### src/design/cod_pkg.sv
// Summary of operation
// [RULE_01] With the enable bit at 0 the divider is stopped and the pin is held low.
// [RULE_02] With the enable bit at 1 the divider runs and the selected clock reaches the pin.
// [RULE_03] Select codes 0 to 7 give the fast clock over 2 to the code, code 8 the subsystem clock, other codes are not allowed.
// [RULE_04] Software keeps the chosen output frequency at or below 10 MHz.
// [RULE_05] Reset clears the clock output select register to zero, so the output is off and the undivided clock is chosen.
// [RULE_06] Software writes the select code into bits 3 to 0 while the output is still off.
// [RULE_07] Software then sets bit 4 to start the output.
// [RULE_08] Turning the output on or off never puts a shortened pulse on the pin.
// [RULE_09] After enable the pin starts following the clock only in a low phase.
// [RULE_10] After disable the pin is held low only once the running high phase has ended.
// [RULE_11] Software clears the shared pin direction bit and its latch to use the pin as clock output.
// [RULE_12] Reset sets every bit of the port 14 direction register to 1.
// [RULE_13] The clock output select register takes single-bit writes as well as byte writes.
// [RULE_14] Enable sits at bit 4, the select field at bits 3 to 0, bits 7 to 5 read 0.
// [RULE_15] The divider counter is cleared while the output is off.
package cod_pkg;

   localparam int ADDR_W = 16;
   localparam int DATA_W = 8;
   localparam int SEL_W = 4;
   localparam int DIV_W = 8;

   localparam logic [ADDR_W-1:0] CLOCK_OUTPUT_SELECT_ADDR = 16'hFF40;
   localparam logic [ADDR_W-1:0] PORT14_DIRECTION_ADDR = 16'hFF2E;
   localparam logic [ADDR_W-1:0] PORT14_LATCH_ADDR = 16'hFF0E;

   localparam int ENABLE_BIT = 4;
   localparam int SEL_LSB = 0;
   localparam int SHARED_PIN_BIT = 0;

   localparam logic [DATA_W-1:0] CLOCK_OUTPUT_SELECT_RST = 8'h00;
   localparam logic [DATA_W-1:0] PORT14_DIRECTION_RST = 8'hFF;
   localparam logic [DATA_W-1:0] PORT14_LATCH_RST = 8'h00;
   localparam logic [DATA_W-1:0] READ_IDLE = 8'h00;

   localparam logic [SEL_W-1:0] SEL_DIV_MAX = 4'h7;
   localparam logic [SEL_W-1:0] SEL_SUBSYSTEM = 4'h8;

   typedef enum logic [1:0] {
      COD_OFF = 2'b00,
      COD_ARM = 2'b01,
      COD_ON = 2'b10,
      COD_DRAIN = 2'b11
   } cod_state_t;

endpackage

### src/design/cod_clock_output.sv
`timescale 1ns/1ns
module cod_clock_output (
   input wire logic ref_clk,
   input wire logic nrst,
   input wire logic [cod_pkg::ADDR_W-1:0] busAddr,
   input wire logic [cod_pkg::DATA_W-1:0] busWrData,
   input wire logic busWrite,
   input wire logic busBitWrite,
   input wire logic [2:0] busBitSel,
   input wire logic busRead,
   output logic [cod_pkg::DATA_W-1:0] busRdData_r,
   input wire logic highSpeedTick,
   input wire logic subsystemClock,
   input wire logic clockOutputPinIn,
   output logic clockOutputPinOut_r,
   output logic clockOutputPinOe_r,
   output logic clockRunning_r
);
   import cod_pkg::*;

   ////////////////////////////////////////////////////////////////////////
   // Register storage

   logic [DATA_W-1:0] clockOutputSelect_r;
   logic [DATA_W-1:0] clockOutputSelect_nxt;
   logic [DATA_W-1:0] port14Direction_r;
   logic [DATA_W-1:0] port14Direction_nxt;
   logic [DATA_W-1:0] port14Latch_r;
   logic [DATA_W-1:0] port14Latch_nxt;
   logic [DATA_W-1:0] busRdData_nxt;

   cod_state_t state_r;
   cod_state_t state_nxt;

   logic hitSelect;
   logic hitDirection;
   logic hitLatch;
   logic anyWrite;
   logic [DATA_W-1:0] bitMask;
   logic bitValue;

   logic clockPinEnable;
   logic [SEL_W-1:0] sourceSelect;
   logic sharedPinDirectionBit;
   logic sharedPinLatch;

   logic srcLevel;
   logic dividerRun;
   logic gateOpen;
   logic gatedClock;
   logic pinOut_nxt;
   logic pinOe_nxt;
   logic [DATA_W-1:0] latchReadback;

   ////////////////////////////////////////////////////////////////////////
   // Bus decode

   assign hitSelect = busAddr == CLOCK_OUTPUT_SELECT_ADDR;
   assign hitDirection = busAddr == PORT14_DIRECTION_ADDR;
   assign hitLatch = busAddr == PORT14_LATCH_ADDR;
   assign anyWrite = busWrite | busBitWrite;

   // Bit write touches one bit, value taken from data bit 0
   assign bitMask = busBitWrite ? (8'h01 << busBitSel) : 8'hFF;
   assign bitValue = busWrData[0];

   function automatic logic [DATA_W-1:0] merge_write(
      input logic [DATA_W-1:0] old,
      input logic [DATA_W-1:0] mask,
      input logic [DATA_W-1:0] full,
      input logic bitWr,
      input logic bitVal
   );
      logic [DATA_W-1:0] src;
      src = bitWr ? {DATA_W{bitVal}} : full;
      merge_write = (old & ~mask) | (src & mask);
   endfunction

   // Bits 7 to 5 are hardwired low whatever is written
   assign clockOutputSelect_nxt = (anyWrite && hitSelect) ?
      (merge_write(clockOutputSelect_r, bitMask, busWrData, busBitWrite,
                   bitValue) & 8'h1F) :
      clockOutputSelect_r; // [RULE_13] [RULE_14]

   assign port14Direction_nxt = (anyWrite && hitDirection) ?
      merge_write(port14Direction_r, bitMask, busWrData, busBitWrite,
                  bitValue) :
      port14Direction_r;

   assign port14Latch_nxt = (anyWrite && hitLatch) ?
      merge_write(port14Latch_r, bitMask, busWrData, busBitWrite,
                  bitValue) :
      port14Latch_r;

   // Input pin reads the pad level, output pin reads its latch
   assign latchReadback = sharedPinDirectionBit ?
      {port14Latch_r[DATA_W-1:1], clockOutputPinIn} : port14Latch_r;

   assign busRdData_nxt = !busRead ? READ_IDLE :
                          hitSelect ? clockOutputSelect_r :
                          hitDirection ? port14Direction_r :
                          hitLatch ? latchReadback :
                          READ_IDLE;

   ////////////////////////////////////////////////////////////////////////
   // Fields

   assign clockPinEnable = clockOutputSelect_r[ENABLE_BIT]; // [RULE_14]
   assign sourceSelect = clockOutputSelect_r[SEL_LSB +: SEL_W];
   assign sharedPinDirectionBit = port14Direction_r[SHARED_PIN_BIT];
   assign sharedPinLatch = port14Latch_r[SHARED_PIN_BIT];

   ////////////////////////////////////////////////////////////////////////
   // Divider

   // Keeps running through a drain so the high phase can finish
   assign dividerRun = clockPinEnable |
                       (state_r != COD_OFF); // [RULE_01] [RULE_02]

   cod_divider #(
      .CNT_W(DIV_W)
   ) u_divider (
      .ref_clk(ref_clk),
      .nrst(nrst),
      .run(dividerRun),
      .highSpeedTick(highSpeedTick),
      .subsystemClock(subsystemClock),
      .sourceSelect(sourceSelect),
      .srcLevel_r(srcLevel)
   );

   ////////////////////////////////////////////////////////////////////////
   // Glitch-free gate

   always_comb begin
      state_nxt = state_r;
      unique case (state_r)
         COD_OFF: begin
            if (clockPinEnable) begin
               state_nxt = COD_ARM;
            end
         end
         COD_ARM: begin
            if (!clockPinEnable) begin
               state_nxt = COD_OFF;
            end else if (!srcLevel) begin
               state_nxt = COD_ON; // [RULE_09]
            end
         end
         COD_ON: begin
            if (!clockPinEnable) begin
               state_nxt = srcLevel ? COD_DRAIN : COD_OFF; // [RULE_10]
            end
         end
         COD_DRAIN: begin
            if (clockPinEnable) begin
               state_nxt = COD_ON;
            end else if (!srcLevel) begin
               state_nxt = COD_OFF; // [RULE_10]
            end
         end
      endcase
   end

   // Gate opens only in a low phase and closes only in one
   assign gateOpen = (state_r == COD_ON) | (state_r == COD_DRAIN); // [RULE_08]
   assign gatedClock = gateOpen & srcLevel; // [RULE_01] [RULE_02]

   // Latch is ORed in, so a set latch masks the clock
   assign pinOut_nxt = !sharedPinDirectionBit &
                       (sharedPinLatch | gatedClock);
   assign pinOe_nxt = !sharedPinDirectionBit;

   ////////////////////////////////////////////////////////////////////////
   // Flops

   always_ff @(posedge ref_clk) begin
      if (!nrst) begin
         clockOutputSelect_r <= CLOCK_OUTPUT_SELECT_RST; // [RULE_05]
         port14Direction_r <= PORT14_DIRECTION_RST; // [RULE_12]
         port14Latch_r <= PORT14_LATCH_RST;
         busRdData_r <= READ_IDLE;
         state_r <= COD_OFF;
      end else begin
         clockOutputSelect_r <= clockOutputSelect_nxt;
         port14Direction_r <= port14Direction_nxt;
         port14Latch_r <= port14Latch_nxt;
         busRdData_r <= busRdData_nxt;
         state_r <= state_nxt;
      end
   end

   always_ff @(posedge ref_clk) begin
      if (!nrst) begin
         clockOutputPinOut_r <= 1'b0;
         clockOutputPinOe_r <= 1'b0;
         clockRunning_r <= 1'b0;
      end else begin
         clockOutputPinOut_r <= pinOut_nxt;
         clockOutputPinOe_r <= pinOe_nxt;
         clockRunning_r <= gateOpen;
      end
   end

endmodule

### src/design/cod_divider.sv
`timescale 1ns/1ns
module cod_divider #(
   parameter int CNT_W = cod_pkg::DIV_W
) (
   input wire logic ref_clk,
   input wire logic nrst,
   input wire logic run,
   input wire logic highSpeedTick,
   input wire logic subsystemClock,
   input wire logic [cod_pkg::SEL_W-1:0] sourceSelect,
   output logic srcLevel_r
);
   import cod_pkg::*;

   logic [CNT_W-1:0] count_r;
   logic [CNT_W-1:0] count_nxt;
   logic [CNT_W-1:0] countInc;
   logic srcLevel_nxt;
   logic selIsDiv;
   logic selIsSub;

   // Each tick is one edge of the fast clock, so bit n is fx over 2^n
   assign countInc = count_r + {{(CNT_W-1){1'b0}}, 1'b1};
   assign count_nxt = !run ? '0 :
                      (highSpeedTick ? countInc : count_r); // [RULE_15]

   assign selIsDiv = sourceSelect <= SEL_DIV_MAX;
   assign selIsSub = sourceSelect == SEL_SUBSYSTEM;
   // Prohibited codes give a flat low source rather than garbage
   assign srcLevel_nxt = selIsDiv ? count_nxt[sourceSelect[2:0]] :
                         (selIsSub & subsystemClock); // [RULE_03]

   always_ff @(posedge ref_clk) begin
      if (!nrst) begin
         count_r <= '0;
         srcLevel_r <= 1'b0;
      end else begin
         count_r <= count_nxt;
         srcLevel_r <= srcLevel_nxt;
      end
   end

endmodule

### config.mk
export PLATFORM = sky130hd
export DESIGN_NAME = cod_clock_output
export DESIGN_NICKNAME = d
export VERILOG_FILES = /design/src/design/cod_pkg.sv /design/src/design/cod_clock_output.sv /design/src/design/cod_divider.sv
export SDC_FILE = /design/constraint.sdc
export NUM_CORES = 1
export LEC_CHECK = 0
export BUFFER_PORTS_ARGS = -buffer_cell sky130_fd_sc_hd__buf_2
export CAP_MARGIN = 15
export CORE_MARGIN = 1
export CORE_UTILIZATION = 30
export CTS_CLUSTER_DIAMETER = 150
export DETAILED_ROUTE_END_ITERATION = 16
export SLEW_MARGIN = 20
export SYNTH_ARGS = -nofsm -noshare
export SYNTH_HDL_FRONTEND = slang
export SYNTH_SLANG_ARGS = --single-unit
### constraint.sdc
create_clock -name ref_clk -period 2.19 [get_ports ref_clk]
set_input_delay 0.657 -clock ref_clk [delete_from_list [all_inputs] [get_ports ref_clk]]
set_output_delay 0.657 -clock ref_clk [all_outputs]
set_load 0.005 [all_outputs]
* Yosys cells after proc, flatten, opt, wreduce, memory -nomap -nowiden
Cells that the tools add are included.
** Word-level totals
- Latch bits :: 0
- Output and inout port bits :: 11
- Bits of input ports :: 35
- Bits in writable memories :: 0
- Memories kept :: 0
- Memory bits (read-only) :: 0
- Register bits after elaboration :: 43
** Cells by class
- Divide/modulo/power cells :: 0
- Shift operators :: 1
- Bitwise operators :: 16
- $add $sub $neg :: 1
- Reductions and logical operators :: 9
- Equal/unequal tests :: 11
- Muxes and demuxes :: 19
- $lt $le $gt $ge :: 2
- Multipliers :: 0
** Operator list (number)
- == test 16 bit (second input constant) :: 3
- 2-to-1 mux 8 bit :: 6
- AND 8 bit :: 3
- bitwise OR 8 bit :: 2
- 2-to-1 mux 2 bit :: 7
- adder 8 x 1 -> 8 bit (second input constant) :: 1
- NOT 8 bit :: 1
- one-hot mux 2 bit (4 select lines) :: 1
- << shifter 1 x 3 -> 8 bit (first input constant) :: 1
- inequality test 3 bit (second input constant) :: 2
- AND 5 bit :: 1
- 2-to-1 mux 5 bit :: 1
- bitwise OR 5 bit :: 1
- == test 2 bit (second input constant) :: 2
- == test 4 bit (second input constant) :: 1
- less-or-equal comparator 4 x 3 -> 1 bit (second input constant) :: 1
- < comparator 3 x 4 -> 1 bit (second input constant) :: 1
- inequality test 2 bit (second input constant) :: 2
- bitwise OR 1 bit :: 4
- AND reduction 4 bit :: 1
- AND 1 bit :: 3
- binary-select mux 1 bit (select 3 bit) :: 1
- logical AND 1 bit :: 3
- 2-to-1 mux 1 bit :: 3
- other kinds (7) :: 7

* Longest topological paths before layout
Gate-level depths: netlist of run 1.
- Word-level depth :: 6
- Depth in mapped cells :: 6
- Mapped depth without buffers :: 6

* Cells and area by module
From an unflattened synthesis of run 1, not the netlist that was laid out.
** Second synthesis, totals
- Cells, all modules :: 262
- Area total of the unflattened synthesis :: 2239.6 sq um
** By module, submodules not included
- cod_clock_output :: sequential area each 680.7 sq um, cells each 201, area an instance 1722.9 sq um, instances 1
- cod_divider :: sequential area each 180.2 sq um, cells each 61, area an instance 516.7 sq um, instances 1

* Least setup slack after synthesis of run 1
Ideal clock, no wire load.
- Kind :: input -> register
- From :: in busAddr[0] in the netlist's numbering
- To :: reg (tool-made name)
- Arrival :: 2.221 ns
- Stages on the path :: 5
- Slack :: -0.148 ns
- Library setup time :: 0.116 ns
- Cells stage by stage :: or4b_4 or3_4 nor3_4 a21oi_1 a41o_1
** RTL lines
- start, declared :: line cod_clock_output.sv:5 : input wire logic [cod_pkg::ADDR_W-1:0] busAddr,

==> results of run 1 <==
-- worst max-delay path, cell delays in order --
cell     delay [ps]
buf_2           100
or4b_4          530
or3_4           400
nor3_4          140
buf_4           150
a21oi_1          60
a41o_1          220
-- per-stage QoR --
stage	instances	setup WS [ps]	TNS, ps	util
after global routing	373	68.4	0	0.379
final	373	131	0	0.379
after CTS	373	134	0	0.379
after floorplan	240	-58.1	-632	-
after global placement	365	-175	-2730	0.362
after detailed placement	365	-194	-2640	0.362
-- worst max-delay path by stage --
| stage | startpoint | endpoint | slack (ps) | cells after the start |
|---|---|---|---|---|
| floorplan | busAddr[0] | flip-flop | -60 | 5 |
| global placement | busAddr[0] | flip-flop | -170 | 7 |
| detailed placement | busAddr[0] | flip-flop | -190 | 7 |
| CTS | busAddr[0] | flip-flop | 130 | 7 |
| global route | busAddr[0] | flip-flop | 70 | 7 |
| finish | busAddr[0] | flip-flop | 130 | 7 |
-- cell type report --
| cell class | count | area share |
|---|---|---|
| Clock buffer | 5 | 0.0269 |
| Clock inverter | 3 | 0.0171 |
| Inverter | 12 | 0.0176 |
| Multi-Input combinational cell | 175 | 0.445 |
| Sequential cell | 43 | 0.337 |
| Tap cell | 80 | 0.0391 |
| Timing Repair Buffer | 55 | 0.117 |
-- cells in the final DEF (no fill, tap or decap), types with 6 or more instances in the layout --
cell,Yosys,layout
nor2_1,23,23
nand4_1,11,11
mux2i_1,20,20
nand2_1,22,22
inv_1,12,12
buf_2,2,45
xor2_1,6,6
o21ai_0,17,17
nand3_1,12,12
dfxtp_1,43,43
buf_4,0,10
a21oi_1,8,8
nor2b_1,12,12
-- cell families after synthesis --
logic type / after synthesis / synth area share
fa+ha+maj: 1 / 0.00600
xor+xnor: 7 / 0.0294
simple gates: 98 / 0.252
mux: 25 / 0.123
buf+inv: 22 / 0.0408
compound gates: 44 / 0.136
flops: 43 / 0.413
-- power by group --
group | internal [mW] | switching (mW) | total [mW] | leakage [nW]
logic | 0.0471 | 0.0707 | 0.118 | 0.751
clock network | 0.340 | 0.278 | 0.618 | 0.0581
registers | 0.781 | 0.00000261 | 0.781 | 0.346
-- per-layer routing --
metal	track usage	part of all wire	up-vias	wire (um)
met1	0.181	0.47	861	2220
met3	0.0331	0.057	5	270
met5	0	0	-	0
li1	-	-	960	-
met2	0.225	0.46	49	2200
met4	0.0455	0.012	0	55
==> flow_summary.ini, run 1 <==
[sta]
fin_crit_sh = 0.940
hold_viol = 0
grt_setup_unrepaired = false
setup_viol = 0
hold_ws_ps = 482
skew_ps = 14.0
maxSlewHeadroom = 0.588
slew_violations = 0
worst_slew_pin_slew_ps = 613
period_needed_ps = 2060
clock.fmax_mhz = 486

[critical_path]
r2r_start = u_divider.count_r[0]$_SDFF_PN0_
r2r_slack_ps = 530
crit_type = input pin to flip-flop
cp-end-kind = flip-flop
r2r_end = u_divider.srcLevel_r$_SDFF_PN0_
arrival_ps = 2260
cp.required_ps = 2390
worstPathMaxFanout = 4
critPathLaunchType = input pin
reg2regPathDepth = 6

[route]
avgRoutedWirePerCell_um = 12.7
viasPerCell = 5.03
wl_um = 4750
via_count = 1875
drc = 0
ant_nets = 0
drt_pre_antenna_iters = 4
drt_iter0_drc = 80

[grt]
grt_use_total = 0.138
grt_overflow = 0
grt_pass1_vias = 1745
grt_pass1_wl_um = 8010
antenna_found_initial = 0
grt_start_max_net_pins = 21

[synth]
synth_edf_count = 0
synth_area_um2 = 2080
synth_area_per_cell_um2 = 8.69
syn_inst = 240
ys.flop_type = dfxtp_1
ys_ff_latch = 43
seq_area_frac_synth = 0.413
yosysMostFrequentCell = dfxtp_1
ys.warnings.count = 0
synthArstFlopShare = 0
synth_common_cells = dfxtp_1, nor2_1, nand2_1
syn_nets = 276
synth_cell_types = 38
synth.top_cell.area_share = 0.413
synthTopCellsByArea = dfxtp_1, mux2i_1, nor2_1
synth_area_leader_cell = dfxtp_1

[layout]
final_cell_area_um2 = 2560
diodes = 0
multiInputGateArea_um2 = 1140
fill_cells = 680
nNetsFinal = 328
area_delta_synth_final_pct = 22.7
drive_gt1_frac = 0.249
seq_area_um2 = 861

[job]
maxCapViolCount = 0

[die]
core_um2 = 6760
die_x_um = 85.4
die_h_um = 85.4
boundaryPins = 46
die_area_um2 = 7290
std_cell_rows = 30
initial_core_util = 0.309

[clock_network]
clkSlewWorstSetupHoldPaths_ps = 90
numClockSinks = 43
clockBufferDepth = 2
postCtsResizedCells = 0
clk_latency_ps = 300
numCtsBuffers = 5
cts_tree = built
root_buffer = clkbuf_8
cts-htree-levels = 2
post_cts_buffers = 0
postCtsHoldBufs = 0

[place]
post_dp_cell_area_um2 = 2440
post-dp-hpwl_um = 3530
portBuffers = 45
gp_congestion = 0.729

[power_and_ir_drop]
power_density_nw_per_um2 = 593
finalPower_mw = 1.52
p_leak_nw = 1.16
ir_drop_v = 0.000299

[worst_hold_path]
hold_depth = 2
hold_path.class = flip-flop to flip-flop

[run_status]
outcome = finished clean
Note: power is estimated with default switching activity, not from simulation.
==> run 2: changes to the inputs <==
SETUP_SLACK_MARGIN = 0.5   (was unset)
==> run 2 against run 1 <==
  * Worst hold slack worse by 1.2 ps
  * Sequential cell count unchanged
  * Non-clock buffer count up 7
  * Critical path depth unchanged
  * Clock power up 4.4%
  * Die area unchanged
  * First-iteration DRC count down 10%
  * Largest cell class unchanged
==> flow_summary.ini, run 2 (synthesis results as in run 1) <==
[sta]
skew_ps = 3.69
hold_viol = 0
postLayoutSetupSlackWorst_ps = 133
clock.fmax_mhz = 486
maxSlewHeadroom = 0.526
period_needed_ps = 2060
worst_slew_pin_slew_ps = 704
tns_ps = 0
grt_setup_unrepaired = true
slew_violations = 0
setup_viol = 0
hold_ws_ps = 480
fin_crit_sh = 0.939

[critical_path]
cp.required_ps = 2380
r2r_start = u_divider.count_r[1]$_SDFF_PN0_
cp-end-kind = flip-flop
critPathLaunchType = input pin
arrival_ps = 2250
crit_type = input pin to flip-flop
worstPathMaxFanout = 8
r2r_end = u_divider.srcLevel_r$_SDFF_PN0_
startpoint = busAddr[0]
r2r_slack_ps = 600
reg2regPathDepth = 6

[route]
via_count = 1880
drt_iter0_drc = 72
drc = 0
wl_um = 5250
avgRoutedWirePerCell_um = 13.8
viasPerCell = 4.95
drt_pre_antenna_iters = 4
ant_nets = 0

[place]
dp_slack_ps = -214
dp_cells = 365
post-dp-hpwl_um = 3580
portBuffers = 45
post_dp_cell_area_um2 = 2440
gp_congestion = 0.761

[die]
boundaryPins = 46
initial_core_util = 0.309
std_cell_rows = 30
die_h_um = 85.4
die_x_um = 85.4
die_area_um2 = 7290
core_um2 = 6760

[grt]
grt_pass1_vias = 1874
grt_start_max_net_pins = 29
grt_overflow = 0
grt_use_total = 0.146
antenna_found_initial = 0
grt_pass1_wl_um = 8420

[clock_network]
clockBufferDepth = 2
numClockSinks = 43
clkSlewWorstSetupHoldPaths_ps = 80
root_buffer = clkbuf_8
clk_latency_ps = 290
cts_tree = built
numCtsBuffers = 5
postCtsHoldBufs = 0
cts-htree-levels = 2

[power_and_ir_drop]
finalPower_mw = 1.56
ir_drop_v = 0.000388
power_density_nw_per_um2 = 563
p_leak_nw = 1.22

[layout]
drive_gt1_frac = 0.350
nNetsFinal = 335
fill_cells = 693
fin_cells = 380
final_cell_area_um2 = 2770
final_cell_mix = buf_2, dfxtp_1, nand2_1, nor2_1, mux2i_1
area_delta_synth_final_pct = 32.7
diodes = 0
post-route-util = 0.409
final_common_cell = buf_2

[job]
maxCapViolCount = 0

[worst_hold_path]
hold_path.class = flip-flop to flip-flop

[run_status]
outcome = finished clean
[run 2: changes by cell type in the layout (fill, tap and decap cells not counted), sizes merged]
cell | before | now
buf | 55 | 61
clkbuf | 5 | 7
clkinv | 2 | 1
[run 2: timing repair]
| item | CTS | global route |
|---|---|---|
| gates resized for setup | 5 | 37 |
| pin swaps | 2 | 16 |
| endpoints found under the setup margin | 30 | 30 |
| buffers inserted | 1 | 3 |
| cloned | 0 | 3 |
| endpoints found under the hold margin | 0 | 0 |
[run 2: critical path, cell delays in order]
cell,delay (ps)
buf_6,90
or4b_4,550
or3_4,360
nor3_4,130
buf_6,160
a21oi_2,70
a41o_1,230
[run 2: final cells by class]
| cell class | count | area [um^2] | area share |
|---|---|---|---|
| clock inverter | 2 | 35.0 | 0.0127 |
| inverter | 12 | 45.0 | 0.0163 |
| clock buffer | 6 | 82.6 | 0.0299 |
| multi-input combinational | 175 | 1260 | 0.456 |
| timing repair buffer | 62 | 377 | 0.136 |
| tap | 80 | 100 | 0.0362 |
| sequential | 43 | 865 | 0.313 |
[run 2: worst min path at each step]
stage	endpoint	depth (start not counted)
detailed placement	clockOutputPinOe_r$_SDFF_PN0_	1
CTS	clockOutputPinOe_r$_SDFF_PN0_	1
global placement	flip-flop	2
global route	flip-flop	2
floorplan	clockOutputPinOe_r$_SDFF_PN0_	1
finish	flip-flop	2
[run 2: power by group]
group          total (mW)  switching (mW)  internal (mW)  leakage [nW]
sequential          0.781      0.00000271          0.781         0.348
combinational       0.132          0.0803         0.0518         0.809
clock               0.645           0.276          0.369        0.0612
total                1.56           0.356           1.20          1.22
[run 2: routing by layer]
| metal | vias to the layer above | GRT usage | part of all wire |
|---|---|---|---|
| li1 | 971 | - | - |
| met5 | - | 0 | 0 |
| met4 | 0 | 0.0606 | 0.016 |
| met1 | 854 | 0.186 | 0.46 |
| met2 | 45 | 0.240 | 0.48 |
| met3 | 10 | 0.0302 | 0.046 |
